## config.mk

```make
export PLATFORM = sky130hd
export DESIGN_NAME = nand_read_host
export DESIGN_NICKNAME = d
export VERILOG_FILES = /design/src/core/nand_read_pkg.sv /design/src/core/nand_read_host.sv
export VERILOG_INCLUDE_DIRS = /design/src /design/src/core
export SDC_FILE = /design/constraint.sdc
export NUM_CORES = 1
export LEC_CHECK = 0
export ABC_AREA = 0
export BUFFER_PORTS_ARGS = -buffer_cell sky130_fd_sc_hd__buf_2
export CORE_MARGIN = 10
export CORE_UTILIZATION = 40
export DETAILED_ROUTE_END_ITERATION = 8
export HOLD_SLACK_MARGIN = 0.1
export MAX_ROUTING_LAYER = met4
export PLACE_DENSITY = 0.65
export SLEW_MARGIN = 0
export SYNTH_ARGS = -nofsm -noshare
export SYNTH_HDL_FRONTEND = slang
export SYNTH_SLANG_ARGS = --single-unit
```

## constraint.sdc

```tcl
create_clock -name clk_sys -period 2.5 [get_ports clk_sys]
set_input_delay 0.375 -clock clk_sys [delete_from_list [all_inputs] [get_ports clk_sys]]
set_output_delay 0.375 -clock clk_sys [all_outputs]
set_load 0.01 [all_outputs]
```

## src/core/nand_read_defines.svh

```systemverilog
// Opcodes, timing and field constants for the NAND read host sequencer.
// Functional notes
// RULE1: Device powers up with 00h already latched.
// RULE2: Page read is 00h, five addresses, 30h.
// RULE3: Device busy during array read after 30h.
// RULE4: After 70h polling, reissue 00h before data.
// RULE5: Each strobe outputs next byte to page end.
// RULE6: Cache session starts with normal page read.
// RULE7: 31h fetches next page; status 00 then 10.
// RULE8: Random cache read ignores supplied column.
// RULE9: Continuation copies data to cache, busy period.
// RULE10: Cache output starts column 0 unless relocated.
// RULE11: 3Fh ends cache read; status 00 then 11.
// RULE12: Two-plane read: 00h+addr, 00h+addr, 30h.
// RULE13: Two-plane load sets status bit 6 done.
// RULE14: Select plane with 06h-E0h before strobing.
// RULE15: Never send 78h during two-plane read.
// RULE16: 05h, two columns, E0h relocates output column.
// RULE17: Column relocation only within loaded page.
// RULE18: 06h, two columns, three rows, E0h when ready.
// RULE19: Wait write_to_read_delay after E0h before strobing.
// RULE20: ID read with address 00h returns five bytes.
// RULE21: ID read at address 20h returns signature.
// RULE22: ID output mode lasts until next command.
// RULE23: Status mode lasts until next command; 00h restores.
// RULE24: Only defined opcodes are ever sent.
// RULE25: Wait for ready before next cache command.
`ifndef NAND_READ_DEFINES_SVH
`define NAND_READ_DEFINES_SVH
`define OP_READ_SETUP 8'h00
`define OP_READ_CONFIRM 8'h30
`define OP_CACHE_SEQ 8'h31
`define OP_CACHE_LAST 8'h3F
`define OP_COL_SETUP 8'h05
`define OP_PLANE_SETUP 8'h06
`define OP_COL_CONFIRM 8'hE0
`define OP_READ_ID 8'h90
`define OP_STATUS 8'h70
`define OP_STATUS_ENH 8'h78
`define ADDR_ID_CYCLES 3'h1
`define BUSY_DETECT_LIMIT 8'hFF
`define CTL_IDLE 5'h07
`define ADDR_ID_DEVICE 8'h00
`define ADDR_ID_ONFI 8'h20
`define ID_DEVICE_LEN 4'h5
`define ID_ONFI_LEN 4'h4
`define ADDR_FULL_CYCLES 3'h5
`define ADDR_COL_CYCLES 3'h2
`define STATUS_READY_BIT 6
`define WHR_NS 60
`define CLK_PERIOD_NS 10
`define WHR_CYCLES ((`WHR_NS + `CLK_PERIOD_NS - 1) / `CLK_PERIOD_NS)
`define STROBE_HALF_CYCLES 2
`endif

```

## src/core/nand_read_pkg.sv

```systemverilog
// Types shared by the NAND read host sequencer.
package nand_read_pkg;
  typedef enum logic [2:0] {
    REQ_PAGE_READ, REQ_CACHE_SEQ, REQ_CACHE_RANDOM, REQ_CACHE_LAST,
    REQ_TWO_PLANE, REQ_COL_OUT, REQ_PLANE_OUT, REQ_READ_ID
  } req_kind_e;
  typedef struct packed {
    req_kind_e kind;
    logic [39:0] addr;
    logic [39:0] addr2;
    logic [15:0] count;
  } host_req_s;
  typedef struct packed {
    logic cmdLatch;
    logic addrLatch;
    logic writeStrobeN;
    logic readStrobeN;
    logic chipEnableN;
  } nand_ctl_s;
endpackage : nand_read_pkg

```

## src/core/nand_read_host.sv

```systemverilog
// Host-side sequencer that drives read command sequences into a NAND device.
`timescale 1ns/1ps
`default_nettype none
`include "nand_read_defines.svh"
module nand_read_host
  import nand_read_pkg::*;
#(
  parameter int WHR_COUNT = `WHR_CYCLES
) (
  // Clock and reset.
  input wire logic clk_sys,
  input wire logic rst,
  // Request side.
  input wire logic reqValid,
  input wire host_req_s req,
  output logic reqReady,
  output logic [7:0] rdData,
  output logic rdValid,
  output logic done,
  // Device pins.
  output nand_ctl_s ctl,
  output logic [7:0] ioOut,
  output logic ioOe,
  input wire logic [7:0] ioIn,
  input wire logic readyBusyN
);
  // ------------------------------------------------------------------------
  // Pin synchronisers.
  // ------------------------------------------------------------------------
  logic rbMeta, rbSync;
  logic [7:0] ioMeta, ioSync;
  always_ff @(posedge clk_sys) begin
    rbMeta <= readyBusyN;
    rbSync <= rbMeta;
    ioMeta <= ioIn;
    ioSync <= ioMeta;
  end

  // ------------------------------------------------------------------------
  // Sequence engine.
  // ------------------------------------------------------------------------
  typedef enum logic [3:0] {
    S_IDLE, S_CMD, S_ADDR, S_BUSYW, S_WAITRDY, S_WHR, S_RDLO, S_RDHI
  } st_e;
  typedef enum logic [2:0] {
    P_CMD1, P_ADDR1, P_CMD2, P_ADDR2, P_CMD3, P_DATA
  } ph_e;
  st_e st;
  ph_e ph;
  host_req_s cur;
  logic [2:0] addrIdx;
  logic [2:0] strobeCnt;
  logic [7:0] waitCnt;
  logic [15:0] left;
  logic [7:0] busyByte;

  function automatic logic [7:0] addr_byte(input logic [39:0] a,
                                           input logic [2:0] i);
    addr_byte = a[{i, 3'b000} +: 8];
  endfunction : addr_byte

  // Opcode and address-count for each phase of the current request.
  logic [7:0] cmdOp;
  logic [2:0] addrLen;
  logic [39:0] addrSrc;
  logic waitsBusy;
  logic hasSecond;
  logic hasThird;
  wire idKind = cur.kind == REQ_READ_ID;
  wire colKind = cur.kind == REQ_COL_OUT;
  always_comb begin
    cmdOp = `OP_READ_SETUP;
    addrLen = `ADDR_FULL_CYCLES;
    addrSrc = cur.addr;
    hasSecond = 1'b1;
    hasThird = 1'b0;
    waitsBusy = 1'b1;
    unique case (cur.kind)
      REQ_PAGE_READ: cmdOp = (ph == P_CMD1) ? `OP_READ_SETUP
                                            : `OP_READ_CONFIRM; // RULE2 RULE4
      REQ_CACHE_SEQ: begin
        cmdOp = `OP_CACHE_SEQ; // RULE7
        hasSecond = 1'b0;
      end
      REQ_CACHE_RANDOM: cmdOp = (ph == P_CMD1) ? `OP_READ_SETUP
                                               : `OP_CACHE_SEQ; // RULE8
      REQ_CACHE_LAST: begin
        cmdOp = `OP_CACHE_LAST; // RULE11
        hasSecond = 1'b0;
      end
      REQ_TWO_PLANE: begin
        cmdOp = (ph == P_CMD3) ? `OP_READ_CONFIRM : `OP_READ_SETUP; // RULE12
        hasThird = 1'b1;
        if (ph == P_ADDR2) begin
          addrSrc = cur.addr2;
        end
      end
      REQ_COL_OUT: begin
        cmdOp = (ph == P_CMD1) ? `OP_COL_SETUP : `OP_COL_CONFIRM; // RULE16
        addrLen = `ADDR_COL_CYCLES;
        waitsBusy = 1'b0;
      end
      REQ_PLANE_OUT: begin
        // RULE18 RULE14
        cmdOp = (ph == P_CMD1) ? `OP_PLANE_SETUP : `OP_COL_CONFIRM;
        waitsBusy = 1'b0;
      end
      REQ_READ_ID: begin
        cmdOp = `OP_READ_ID; // RULE20
        addrLen = `ADDR_ID_CYCLES;
        hasSecond = 1'b0;
        waitsBusy = 1'b0;
      end
    endcase
  end

  wire strobeDone = strobeCnt == 3'(`STROBE_HALF_CYCLES - 1);
  wire lastAddr = addrIdx == 3'(addrLen - 3'h1);
  wire cmdOnly = (cur.kind == REQ_CACHE_SEQ) || (cur.kind == REQ_CACHE_LAST);
  // Only the second setup of a two-plane read takes a second address.
  wire needsAddr = !cmdOnly && (ph == P_CMD1 || (ph == P_CMD2 && hasThird));
  wire finalCmd = (ph == P_CMD3) || (ph == P_CMD2 && !hasThird) ||
                  (ph == P_CMD1 && !hasSecond && !idKind);
  wire [15:0] idLen = {12'h000, (cur.addr[7:0] == `ADDR_ID_ONFI)
                       ? `ID_ONFI_LEN : `ID_DEVICE_LEN}; // RULE21
  wire readyNow = rbSync; // RULE25
  assign reqReady = (st == S_IDLE) && readyNow; // RULE18

  always_ff @(posedge clk_sys) begin
    if (rst) begin
      st <= S_IDLE;
      ph <= P_CMD1;
      cur <= '0;
      addrIdx <= 3'h0;
      strobeCnt <= 3'h0;
      waitCnt <= 8'h00;
      left <= 16'h0000;
      rdData <= 8'h00;
      rdValid <= 1'b0;
      done <= 1'b0;
      ctl <= `CTL_IDLE;
      ioOut <= 8'h00;
      ioOe <= 1'b0;
      busyByte <= 8'h00;
    end else begin
      rdValid <= 1'b0;
      done <= 1'b0;
      strobeCnt <= strobeDone ? 3'h0 : strobeCnt + 3'h1;
      unique case (st)
        S_IDLE: begin
          ctl <= `CTL_IDLE;
          ioOe <= 1'b0;
          strobeCnt <= 3'h0;
          if (reqValid && reqReady) begin
            cur <= req;
            ph <= P_CMD1;
            st <= S_CMD;
            ctl.chipEnableN <= 1'b0;
          end
        end
        S_CMD: begin
          ctl.cmdLatch <= 1'b1;
          ctl.addrLatch <= 1'b0;
          // Strobe is low in the first cycle; its rising edge latches the
          // byte, so the latch enable is held until the next phase.
          ctl.writeStrobeN <= strobeCnt != 3'h0; // RULE24
          ioOut <= cmdOp;
          ioOe <= 1'b1;
          if (strobeDone) begin
            addrIdx <= 3'h0;
            if (needsAddr) begin
              st <= S_ADDR;
              ph <= (ph == P_CMD1) ? P_ADDR1 : P_ADDR2;
            end else if (finalCmd) begin
              st <= waitsBusy ? S_BUSYW : S_WHR; // RULE3 RULE9
              waitCnt <= 8'h00;
              left <= cur.count;
            end else begin
              st <= S_ADDR;
              ph <= P_ADDR1;
            end
          end
        end
        S_ADDR: begin
          ctl.addrLatch <= 1'b1;
          ctl.cmdLatch <= 1'b0;
          ctl.writeStrobeN <= strobeCnt != 3'h0;
          ioOut <= idKind ? cur.addr[7:0] : addr_byte(addrSrc, addrIdx);
          if (strobeDone) begin
            addrIdx <= addrIdx + 3'h1;
            if (lastAddr) begin
              if (idKind) begin
                st <= S_WHR; // RULE22
                waitCnt <= 8'h00;
                left <= idLen;
              end else begin
                st <= S_CMD;
                ph <= (ph == P_ADDR1 && hasThird) ? P_CMD2
                    : (ph == P_ADDR2) ? P_CMD3 : P_CMD2;
              end
            end
          end
        end
        S_BUSYW: begin
          ioOe <= 1'b0;
          ctl.writeStrobeN <= 1'b1;
          ctl.cmdLatch <= 1'b0;
          ctl.addrLatch <= 1'b0;
          waitCnt <= waitCnt + 8'h01;
          if (!rbSync || waitCnt == `BUSY_DETECT_LIMIT) begin
            st <= S_WAITRDY; // RULE13
          end
        end
        S_WAITRDY: begin
          if (rbSync) begin
            st <= S_WHR; // RULE10 RULE6
            waitCnt <= 8'h00;
          end
        end
        S_WHR: begin
          ioOe <= 1'b0;
          ctl.writeStrobeN <= 1'b1;
          ctl.cmdLatch <= 1'b0;
          ctl.addrLatch <= 1'b0;
          waitCnt <= waitCnt + 8'h01;
          if (waitCnt >= 8'(WHR_COUNT)) begin // RULE19
            strobeCnt <= 3'h0;
            st <= (left == 16'h0000) ? S_IDLE : S_RDLO;
            done <= left == 16'h0000;
          end
        end
        S_RDLO: begin
          ctl.readStrobeN <= 1'b0;
          if (strobeDone) begin
            st <= S_RDHI;
          end
        end
        S_RDHI: begin
          ctl.readStrobeN <= 1'b1;
          // The synchronised bus lags the pin by two cycles.
          if (strobeDone) begin
            rdData <= ioSync; // RULE5 RULE17
            rdValid <= 1'b1;
          end
          if (strobeDone) begin
            left <= left - 16'h0001;
            st <= (left == 16'h0001) ? S_IDLE : S_RDLO;
            done <= left == 16'h0001;
          end
        end
        default: st <= S_IDLE;
      endcase
    end
  end
endmodule : nand_read_host
`default_nettype wire

```

==> results.json, run 1 <==
{
  "status": "completed",
  "cts_setup_buffers": 0,
  "ys_types": 70,
  "gp_congestion": 0.8867,
  "yosys-top-cells-count": "242 x nand2_1, 177 x dfxtp_1, 162 x a21oi_1, 56 x clkbuf_1, 54 x nor2_1",
  "vias": 7128,
  "r2r_start": "ph[2]$_SDFFE_PP0P_",
  "fp.dieW_um": 160.7,
  "r2r_setup_slack_ns": 0.16,
  "antenna_found_initial": 0,
  "layout-drive-gt1-share_pct": 20.35,
  "pre_cts_slack_ns": 0.1771,
  "nNetsFinal": 1204,
  "cts-root-buf": "clkbuf_16",
  "r2r_end": "ioOut[3]$_SDFFE_PP0P_",
  "first_pass_iters": 5,
  "synthCells": 965,
  "synth_area_leaders": "dfxtp_1 45%, nand2_1 11%, a21oi_1 10%",
  "crit_chain": "and3b_2 > nand3_4 > buf_4 > mux4_2 > mux2_2 > nand2_1 > a21oi_1",
  "grt_pass1_wl_um": 35380,
  "worstMarginPinSlew_ns": 0.5975,
  "ys_ff_latch": 177,
  "power_mw": 8.570,
  "drt_iter0_markers": 507,
  "core-area_mm2": 0.01946,
  "cts.repair.resized": 0,
  "hold_viol": 0,
  "core.rowCount": 51,
  "vias_per_cell": 5.218,
  "areaGrowthSynthToFinish_pct": 21.07,
  "cts_hold_buf": 9,
  "portBuffers": 135,
  "netlist_area_mm2": 0.007920,
  "synth_nets": 1081,
  "ant_nets": 0,
  "ios": 136,
  "cp_data_arrival_time_ns": 2.65,
  "avgSynthCellArea_um2": 8.207,
  "multi_input_area_mm2": 0.004046,
  "final_util_pct": 49.27,
  "relSlewSlack_pct": 59.86,
  "rsz0062_at_grt": "false",
  "cp_max_fo": 17,
  "maxCapViolations": 0,
  "cts_buffer_depth": 2,
  "wl_um": 22450,
  "setup_viol_count_final": 0,
  "async_flop_share_pct": 0,
  "fillers": 1914,
  "clock-skew-final_ns": 0.009550,
  "setup.worst_path.start": "ph[2]$_SDFFE_PP0P_",
  "finalSetupTns_ns": 0,
  "finalCritPeriodShare_pct": 93.47,
  "worstPathRequired_ns": 2.82,
  "path_clk_slew_ns": 0.07,
  "peakVddDrop_v": 0.0005234,
  "yosysMostFrequentCell": "nand2_1",
  "slew_viol_final": 0,
  "fin_ws_ns": 0.1632,
  "tritoncts": "done",
  "synth_top_area_share_pct": 44.74,
  "yosys.area.top_type": "dfxtp_1",
  "hp-class": "in2reg",
  "critPathMaxStageDelay_ns": 0.50,
  "start_util_pct": 40.69,
  "cp_slowest_cell": "dfxtp_1",
  "period_minus_slack_ns": 2.337,
  "antenna_cells": 0,
  "reg2reg_depth": 7,
  "ctsHtreeMaxLevel": 4,
  "final-seq-area_mm2": 0.003543,
  "drc": 0,
  "clock-sinks": 177,
  "cts_buffers": 17,
  "wl_per_cell_um": 16.43,
  "endpoint": "ioOut[3]$_SDFFE_PP0P_",
  "dp_hpwl_um": 15930,
  "start_kind": "flip-flop",
  "powerDensity_mw_per_mm2": 893.7,
  "synth_edf_count": 0,
  "grt.total_usage_pct": 17.25,
  "die-area_mm2": 0.02583,
  "grt_max_degree": 121,
  "grt_pass1_vias": 6832,
  "critPathKind": "reg2reg",
  "worst_setup_path_end_kind": "flip-flop",
  "chipHeight_um": 160.7,
  "insertion_delay_ns": 0.44,
  "overflow": 0,
  "ys_seq_area_share_pct": 44.74,
  "cellLeakagePower_nw": 3.736,
  "max_clock_freq_mhz": 427.9,
  "synth-main-ff-cell": "dfxtp_1",
  "synth-warning-count": 0
}
## power by group
part	internal (mW)	leakage, nW	total, mW	switching (mW)
Sequential	3.14	1.44	3.42	0.274
Combinational	0.989	2.00	2.46	1.47
Clock	1.43	0.290	2.69	1.26
Total	5.56	3.74	8.57	3.01
## cell usage in the layout (no fill, tap or decap), types with 7 or more instances in the layout
cell / count
a21oi_1: 162
a311oi_1: 7
and2_1: 8
buf_2: 134
buf_4: 29
clkbuf_16: 17
dfxtp_1: 177
dlygate4sd3_1: 9
mux2i_1: 12
mux4_1: 9
mux4_2: 7
nand2_1: 241
nand2b_1: 13
nand3_1: 12
nor2_1: 54
nor2b_1: 9
nor3_1: 24
o21ai_0: 38
or2_0: 8
## per-stage QoR
stage,hold slack [ns],std cells,instance area [um2]
floorplan,0.3096,965,7920
global placement,0.3111,1325,8909
detailed placement,0.3121,1325,8909
CTS,0.1501,1366,9589
global route,0.1606,1366,9589
finish,0.1646,1366,9589
## state kept, by name, indices dropped and copies added, names as in the netlist, 3 cells and up
register,cells
ioMeta,8
strobeCnt,3
st,3
ph,3
addrIdx,3
left,16
ctl,5
ioSync,8
rdData,8
ioOut,8
waitCnt,8
cur,99
## kinds of logic after synthesis
| family | Yosys count | share of synthesized area (%) |
|---|---|---|
| simple gates | 397 | 22.10 |
| compound gates | 268 | 20.00 |
| flops | 177 | 44.74 |
| buf+inv | 77 | 4.265 |
| mux | 33 | 7.204 |
| xor+xnor | 7 | 0.7741 |
| fa+ha+maj | 6 | 0.9163 |
## how the worst min path moves through the flow
stage	startpoint	endpoint	slack, ns	cells past startpoint
floorplan	ioMeta[0]$_DFF_P_	ioSync[0]$_DFF_P_	0.31	0
global placement	ioMeta[1]$_DFF_P_	ioSync[1]$_DFF_P_	0.31	0
detailed placement	ioMeta[6]$_DFF_P_	ioSync[6]$_DFF_P_	0.31	0
CTS	req[86]	cur[86]$_SDFFE_PP0P_	0.15	3
global route	req[91]	cur[91]$_SDFFE_PP0P_	0.16	3
finish	req[86]	cur[86]$_SDFFE_PP0P_	0.16	3
## routing by layer
layer | global-route usage, % | part of all wire, %
met1 | 22.76 | 47
met2 | 26.41 | 47
met3 | 2.786 | 4.2
met4 | 5.873 | 1.5
met5 | - | 0
## critical path: cells and delay by family (launching register included)
family | cells | cell delay, ns
AO/OA/AOI/OAI | 1 | 0.06
buffers and inverters | 1 | 0.25
flip-flops | 1 | 0.50
AND/OR/NAND/NOR | 3 | 0.63
multiplexers | 2 | 0.77
## cell type report
| type | instances | share of cell area, % |
|---|---|---|
| clock buffers | 18 | 4.475 |
| multi-input cells | 711 | 42.20 |
| inverters | 5 | 0.1957 |
| clock inverters | 14 | 1.683 |
| repair buffers | 176 | 11.04 |
| flip-flops and latches | 177 | 36.95 |
| well taps | 265 | 3.458 |
(Power assumes the default switching activity.)
==> run 2, diff against run 1 <==
--- a/config.mk
+++ b/config.mk
@@ -6,10 +6,10 @@
 export SDC_FILE = /design/constraint.sdc
 export NUM_CORES = 1
 export LEC_CHECK = 0
-export ABC_AREA = 0
 export BUFFER_PORTS_ARGS = -buffer_cell sky130_fd_sc_hd__buf_2
 export CORE_MARGIN = 10
 export CORE_UTILIZATION = 40
+export CTS_CLUSTER_DIAMETER = 30
 export DETAILED_ROUTE_END_ITERATION = 8
 export HOLD_SLACK_MARGIN = 0.1
 export MAX_ROUTING_LAYER = met4
==> constraint.sdc (replaced) <==
create_clock -name clk_sys -period 2.25 [get_ports clk_sys]
set_input_delay 0.3375 -clock clk_sys [delete_from_list [all_inputs] [get_ports clk_sys]]
set_output_delay 0.3375 -clock clk_sys [all_outputs]
set_load 0.01 [all_outputs]
==> run 2 against run 1 <==
Global-route usage rose by 0.46 points. Clock skew fell by 0.0013 ns. First-iteration DRC count fell by 6.3%. Fmax rose by 9.2%. Sequential share of layout area fell by 0.56 points. Clock power rose by 13%. Largest cell class unchanged.
==> results.json, run 2 (synthesis gave the netlist of run 1 again) <==
{
  "overflow": 0,
  "place_area_mm2": 0.009026,
  "grt.total_usage_pct": 17.71,
  "gp_congestion": 0.9031,
  "insertion_delay_ns": 0.43,
  "layout-drive-gt1-share_pct": 21.79,
  "ant_nets": 0,
  "slew_viol_final": 0,
  "rsz0062_at_grt": "false",
  "pre_cts_slack_ns": 0.07508,
  "top_register": "cur",
  "wl_per_cell_um": 16.67,
  "cp_slowest_cell": "mux4_1",
  "final_area_mm2": 0.009743,
  "status": "completed",
  "die-area_mm2": 0.02583,
  "finalCritPeriodShare_pct": 95.08,
  "peakVddDrop_v": 0.0005295,
  "grt_pass1_vias": 6818,
  "antenna_cells": 0,
  "met3_usage_pct": 3.476,
  "finalSetupTns_ns": 0,
  "multi_input_area_mm2": 0.004053,
  "fin_ws_ns": 0.1106,
  "clock-sinks": 177,
  "hold_viol": 0,
  "top_usage_layer": "met2",
  "wl_um": 23010,
  "drt_iter0_markers": 475,
  "critPathMaxStageDelay_ns": 0.57,
  "powerDensity_mw_per_mm2": 1002,
  "areaGrowthSynthToFinish_pct": 23.02,
  "fillers": 1875,
  "critPathTopFamily": "multiplexers",
  "power_mw": 9.759,
  "mostFrequentLayoutCells": "241 x nand2_1, 175 x dfxtp_1, 162 x a21oi_1",
  "clock-skew-final_ns": 0.008211,
  "reg_top3": "cur x99, left x16",
  "grt_max_degree": 107,
  "cp_data_arrival_time_ns": 2.47,
  "layout.cells.non_filler": 1380,
  "hp-class": "in2reg",
  "dp_hpwl_um": 16380,
  "crit_buf_inv": 1,
  "final-seq-area_mm2": 0.003546,
  "max_clock_freq_mhz": 467.4,
  "portBuffers": 135,
  "drc": 0,
  "core-area_mm2": 0.01946,
  "critPathKind": "reg2reg",
  "antenna_found_initial": 0,
  "cts-root-buf": "clkbuf_16",
  "fp.dieW_um": 160.7,
  "grt_pass1_wl_um": 36240,
  "worstMarginPinSlew_ns": 0.6632,
  "vias_per_cell": 5.243,
  "largest_reg_flops": 99,
  "tritoncts": "done",
  "grtUsageMet2_pct": 26.78,
  "setup_viol_count_final": 0,
  "ios": 136,
  "start_util_pct": 40.69,
  "crit_chain": "and3b_2 > nand3_4 > buf_12 > mux4_1 > a22oi_1 > a211oi_1 > o221a_2",
  "worst_setup_path_end_kind": "flip-flop",
  "ctsHtreeMaxLevel": 4,
  "worst_hold_slack_ns": 0.1333,
  "gr-usage-met1_pct": 23.81,
  "placed_cells": 1339,
  "period_minus_slack_ns": 2.139,
  "final_util_pct": 50.06,
  "start_kind": "flip-flop",
  "worstPathRequired_ns": 2.58,
  "vias": 7236,
  "cellLeakagePower_nw": 3.821,
  "relSlewSlack_pct": 55.74,
  "path_clk_slew_ns": 0.07,
  "first_pass_iters": 5,
  "maxCapViolations": 0,
  "nNetsFinal": 1218,
  "cts_setup_buffers": 0,
  "cts_buffer_depth": 2,
  "core.rowCount": 51,
  "chipHeight_um": 160.7,
  "cts_buffers": 17,
  "layout_commonest_cell": "nand2_1",
  "cp_max_fo": 24
}
run 2: path summary, 6_finish.rpt:
kind | start | to | slack [ns] | cells past startpoint
hold reg to reg | ioMeta[4]$_DFF_P_ | ioSync[4]$_DFF_P_ | 0.33 | 0
setup / recovery | ph[1]$_SDFFE_PP0P_ | ioOut[2]$_SDFFE_PP0P_ | 0.11 | 7
setup reg to reg | ph[1]$_SDFFE_PP0P_ | ioOut[2]$_SDFFE_PP0P_ | 0.11 | 7
hold / removal | req[68] | cur[68]$_SDFFE_PP0P_ | 0.13 | 3
run 2: cell type report:
cell class              instances  share of cell area [%]
flip-flops and latches        177                   36.39
clock buffers                  17                   4.366
well taps                     265                   3.403
clock inverters                15                   1.978
inverters                       5                  0.1926
multi-input cells             711                   41.60
repair buffers                190                   12.07
run 2: tightest hold or removal path, stage by stage:
cell,delay [ns]
buf_2,0.09
nand2_1,0.04
a21oi_1,0.05
run 2: report_power, final:
group          internal (mW)  leakage (nW)  switching [mW]
logic                   1.19          2.08            1.77
clock network           1.61         0.295            1.43
registers               3.50          1.45           0.259
total                   6.29          3.82            3.46
run 2: timing repair:
item / 4_1_cts / 5_1_grt
hold buffers: 9 / 0
endpoints found under the hold margin: 9 / 0
gates resized for setup: 0 / 4
setup endpoints to repair: 0 / 24
run 2: per-layer routing:
metal,share of wire [%],vias to the layer above
li1,-,3648
met1,48,3382
met2,46,189
met3,4.3,17
met4,1.2,0
met5,0,-
==> run 3, diff against run 2 <==
--- a/config.mk
+++ b/config.mk
@@ -13,7 +13,7 @@
 export DETAILED_ROUTE_END_ITERATION = 8
 export HOLD_SLACK_MARGIN = 0.1
 export MAX_ROUTING_LAYER = met4
-export PLACE_DENSITY = 0.65
+export PLACE_DENSITY = 0.64
 export SLEW_MARGIN = 0
 export SYNTH_ARGS = -nofsm -noshare
 export SYNTH_HDL_FRONTEND = slang
==> run 3 against run 2 <==
Cell count increased by 0.29%. Sequential power is essentially flat. Combinational power up 2%. Setup slack improved by 0.038 ns. Total power shrank 0.63%. Clock skew is 0.0011 ns lower. Fmax up 1.8%. Global-route usage hardly changed. Largest power group unchanged.
==> results.json, run 3 (synthesis gave the netlist of run 1 again) <==
{
  "place_area_mm2": 0.009054,
  "pre_cts_slack_ns": 0.1676,
  "worstMarginPinSlew_ns": 0.6500,
  "layout-drive-gt1-share_pct": 21.56,
  "holdPathEnd": "cur[71]$_SDFFE_PP0P_",
  "crit_buf_inv": 1,
  "cts-root-buf": "clkbuf_16",
  "layout_commonest_cell": "nand2_1",
  "reg2reg_depth": 7,
  "finalCritPeriodShare_pct": 93.37,
  "grt_pass1_wl_um": 36460,
  "core-area_mm2": 0.01946,
  "hold_viol": 0,
  "dp_hpwl_um": 16530,
  "slew_viol_final": 0,
  "p_sw_share_pct": 33.81,
  "p_comb_share_pct": 31.3,
  "drt_iter0_markers": 581,
  "cp_slowest_cell": "nor3b_2",
  "largest_reg_flops": 99,
  "worstPathRequired_ns": 2.55,
  "ctsHtreeMaxLevel": 4,
  "reg_top3": "cur x99, left x16",
  "maxCapViolations": 0,
  "clock-sinks": 177,
  "insertion_delay_ns": 0.43,
  "crit_chain": "buf_4 > nor3b_2 > nor2_1 > maj3_1 > a21oi_1 > o221a_2 > nor3_1",
  "p_clk_share_pct": 30.0,
  "ios": 136,
  "path_clk_slew_ns": 0.07,
  "grt.total_usage_pct": 17.66,
  "cts_buffers": 17,
  "p_switching_mw": 3.278,
  "cp_data_arrival_time_ns": 2.40,
  "chipHeight_um": 160.7,
  "fin_ws_ns": 0.1491,
  "period_minus_slack_ns": 2.101,
  "die-area_mm2": 0.02583,
  "vias": 7241,
  "r2r_end": "ioOut[6]$_SDFFE_PP0P_",
  "top_register": "cur",
  "areaGrowthSynthToFinish_pct": 22.80,
  "tritoncts": "done",
  "start_kind": "flip-flop",
  "internal-power_mw": 6.419,
  "hold_depth": 3,
  "portBuffers": 135,
  "power_mw": 9.697,
  "first_pass_iters": 5,
  "peakVddDrop_v": 0.0006483,
  "cellLeakagePower_nw": 3.818,
  "r2r_setup_slack_ns": 0.15,
  "grt_max_degree": 101,
  "mostFrequentLayoutCells": "241 x nand2_1, 176 x dfxtp_1, 162 x a21oi_1",
  "r2r_start": "st[0]$_SDFFE_PP0P_",
  "fp.dieW_um": 160.7,
  "gp_congestion": 0.9048,
  "grt_pass1_vias": 7014,
  "setup_viol_count_final": 0,
  "wl_per_cell_um": 16.45,
  "clock-skew-final_ns": 0.007099,
  "critPathTopFamily": "simple AND/OR/NAND/NOR gates",
  "antenna_found_initial": 1,
  "final_area_mm2": 0.009726,
  "start_util_pct": 40.69,
  "hp-class": "in2reg",
  "core.rowCount": 51,
  "critPathKind": "reg2reg",
  "finalSetupTns_ns": 0,
  "max_clock_freq_mhz": 476.0,
  "critPathMaxStageDelay_ns": 0.43,
  "status": "completed",
  "nNetsFinal": 1221,
  "cts_buffer_depth": 2,
  "vias_per_cell": 5.232,
  "min_from": "req[71]",
  "powerDensity_mw_per_mm2": 997.1,
  "drc": 0,
  "power_frac_seq_pct": 38.7,
  "rsz0062_at_grt": "false",
  "relSlewSlack_pct": 56.51,
  "overflow": 0,
  "worst_setup_path_end_kind": "flip-flop",
  "ant_nets": 0,
  "cp_max_fo": 6,
  "wl_um": 22770
}
-- run 3: layout make-up --
class | count | area [um2]
Tap cell | 265 | 331.6
Inverter | 5 | 18.77
Multi-Input combinational cell | 711 | 4051
Timing Repair Buffer | 193 | 1199
Fill cell | 1941 | 9737
Antenna cell | 1 | 2.502
Sequential cell | 177 | 3545
Clock inverter | 12 | 131.4
Clock buffer | 20 | 446.7
-- run 3: what timing repair did --
action,in CTS,in global routing
resized for setup,0,1
hold buffers,9,0
endpoints found under the hold margin,9,0
setup endpoints to repair,0,4
setup buffers,0,0
-- run 3: how the worst max path moves through the flow --
stage | endpoint | start | slack, ns | cells after the start
2_1_floorplan | ioOut[0]$_SDFFE_PP0P_ | ph[0]$_SDFFE_PP0P_ | 0.28 | 8
3_3_place_gp | ioOut[6]$_SDFFE_PP0P_ | st[0]$_SDFFE_PP0P_ | 0.21 | 7
3_5_place_dp | ioOut[6]$_SDFFE_PP0P_ | st[0]$_SDFFE_PP0P_ | 0.17 | 7
4_1_cts | ioOut[6]$_SDFFE_PP0P_ | st[0]$_SDFFE_PP0P_ | 0.15 | 7
5_1_grt | left[11]$_SDFFE_PP0P_ | st[2]$_SDFFE_PP0P_ | 0.002 | 6
6_report | ioOut[6]$_SDFFE_PP0P_ | st[0]$_SDFFE_PP0P_ | 0.15 | 7
-- run 3: power by group through the flow --
stage | clock network (mW) | registers [mW] | logic [mW]
after CTS | 2.97 | 3.75 | 3.02
after floorplan | 0 | 3.73 | 1.89
after global routing | 3.09 | 3.79 | 3.34
after global placement | 0 | 3.81 | 2.98
final | 2.91 | 3.75 | 3.04
after detailed placement | 0 | 3.81 | 3.00
-- run 3: per-layer routing --
layer / vias to the layer above / part of all wire (%) / GRT usage (%)
li1: 3643 / - / -
met2: 199 / 47 / 27.22
met1: 3374 / 47 / 23.46
met4: 0 / 1.1 / 4.963
met5: - / 0 / -
met3: 25 / 4.4 / 2.991
-- run 3: through the flow --
stage                     util (%)  hold WS [ns]  cells
after floorplan                  -        0.3096    965
after global placement       46.52        0.3105   1342
after detailed placement     46.52        0.3143   1342
after CTS                    49.95        0.1293   1383
after global routing         49.97        0.1477   1384
final                        49.97        0.1400   1384
-- run 3: tightest hold or removal path, cell delays in order --
cell     delay, ns
buf_2         0.09
nand2_1       0.04
a21oi_1       0.05
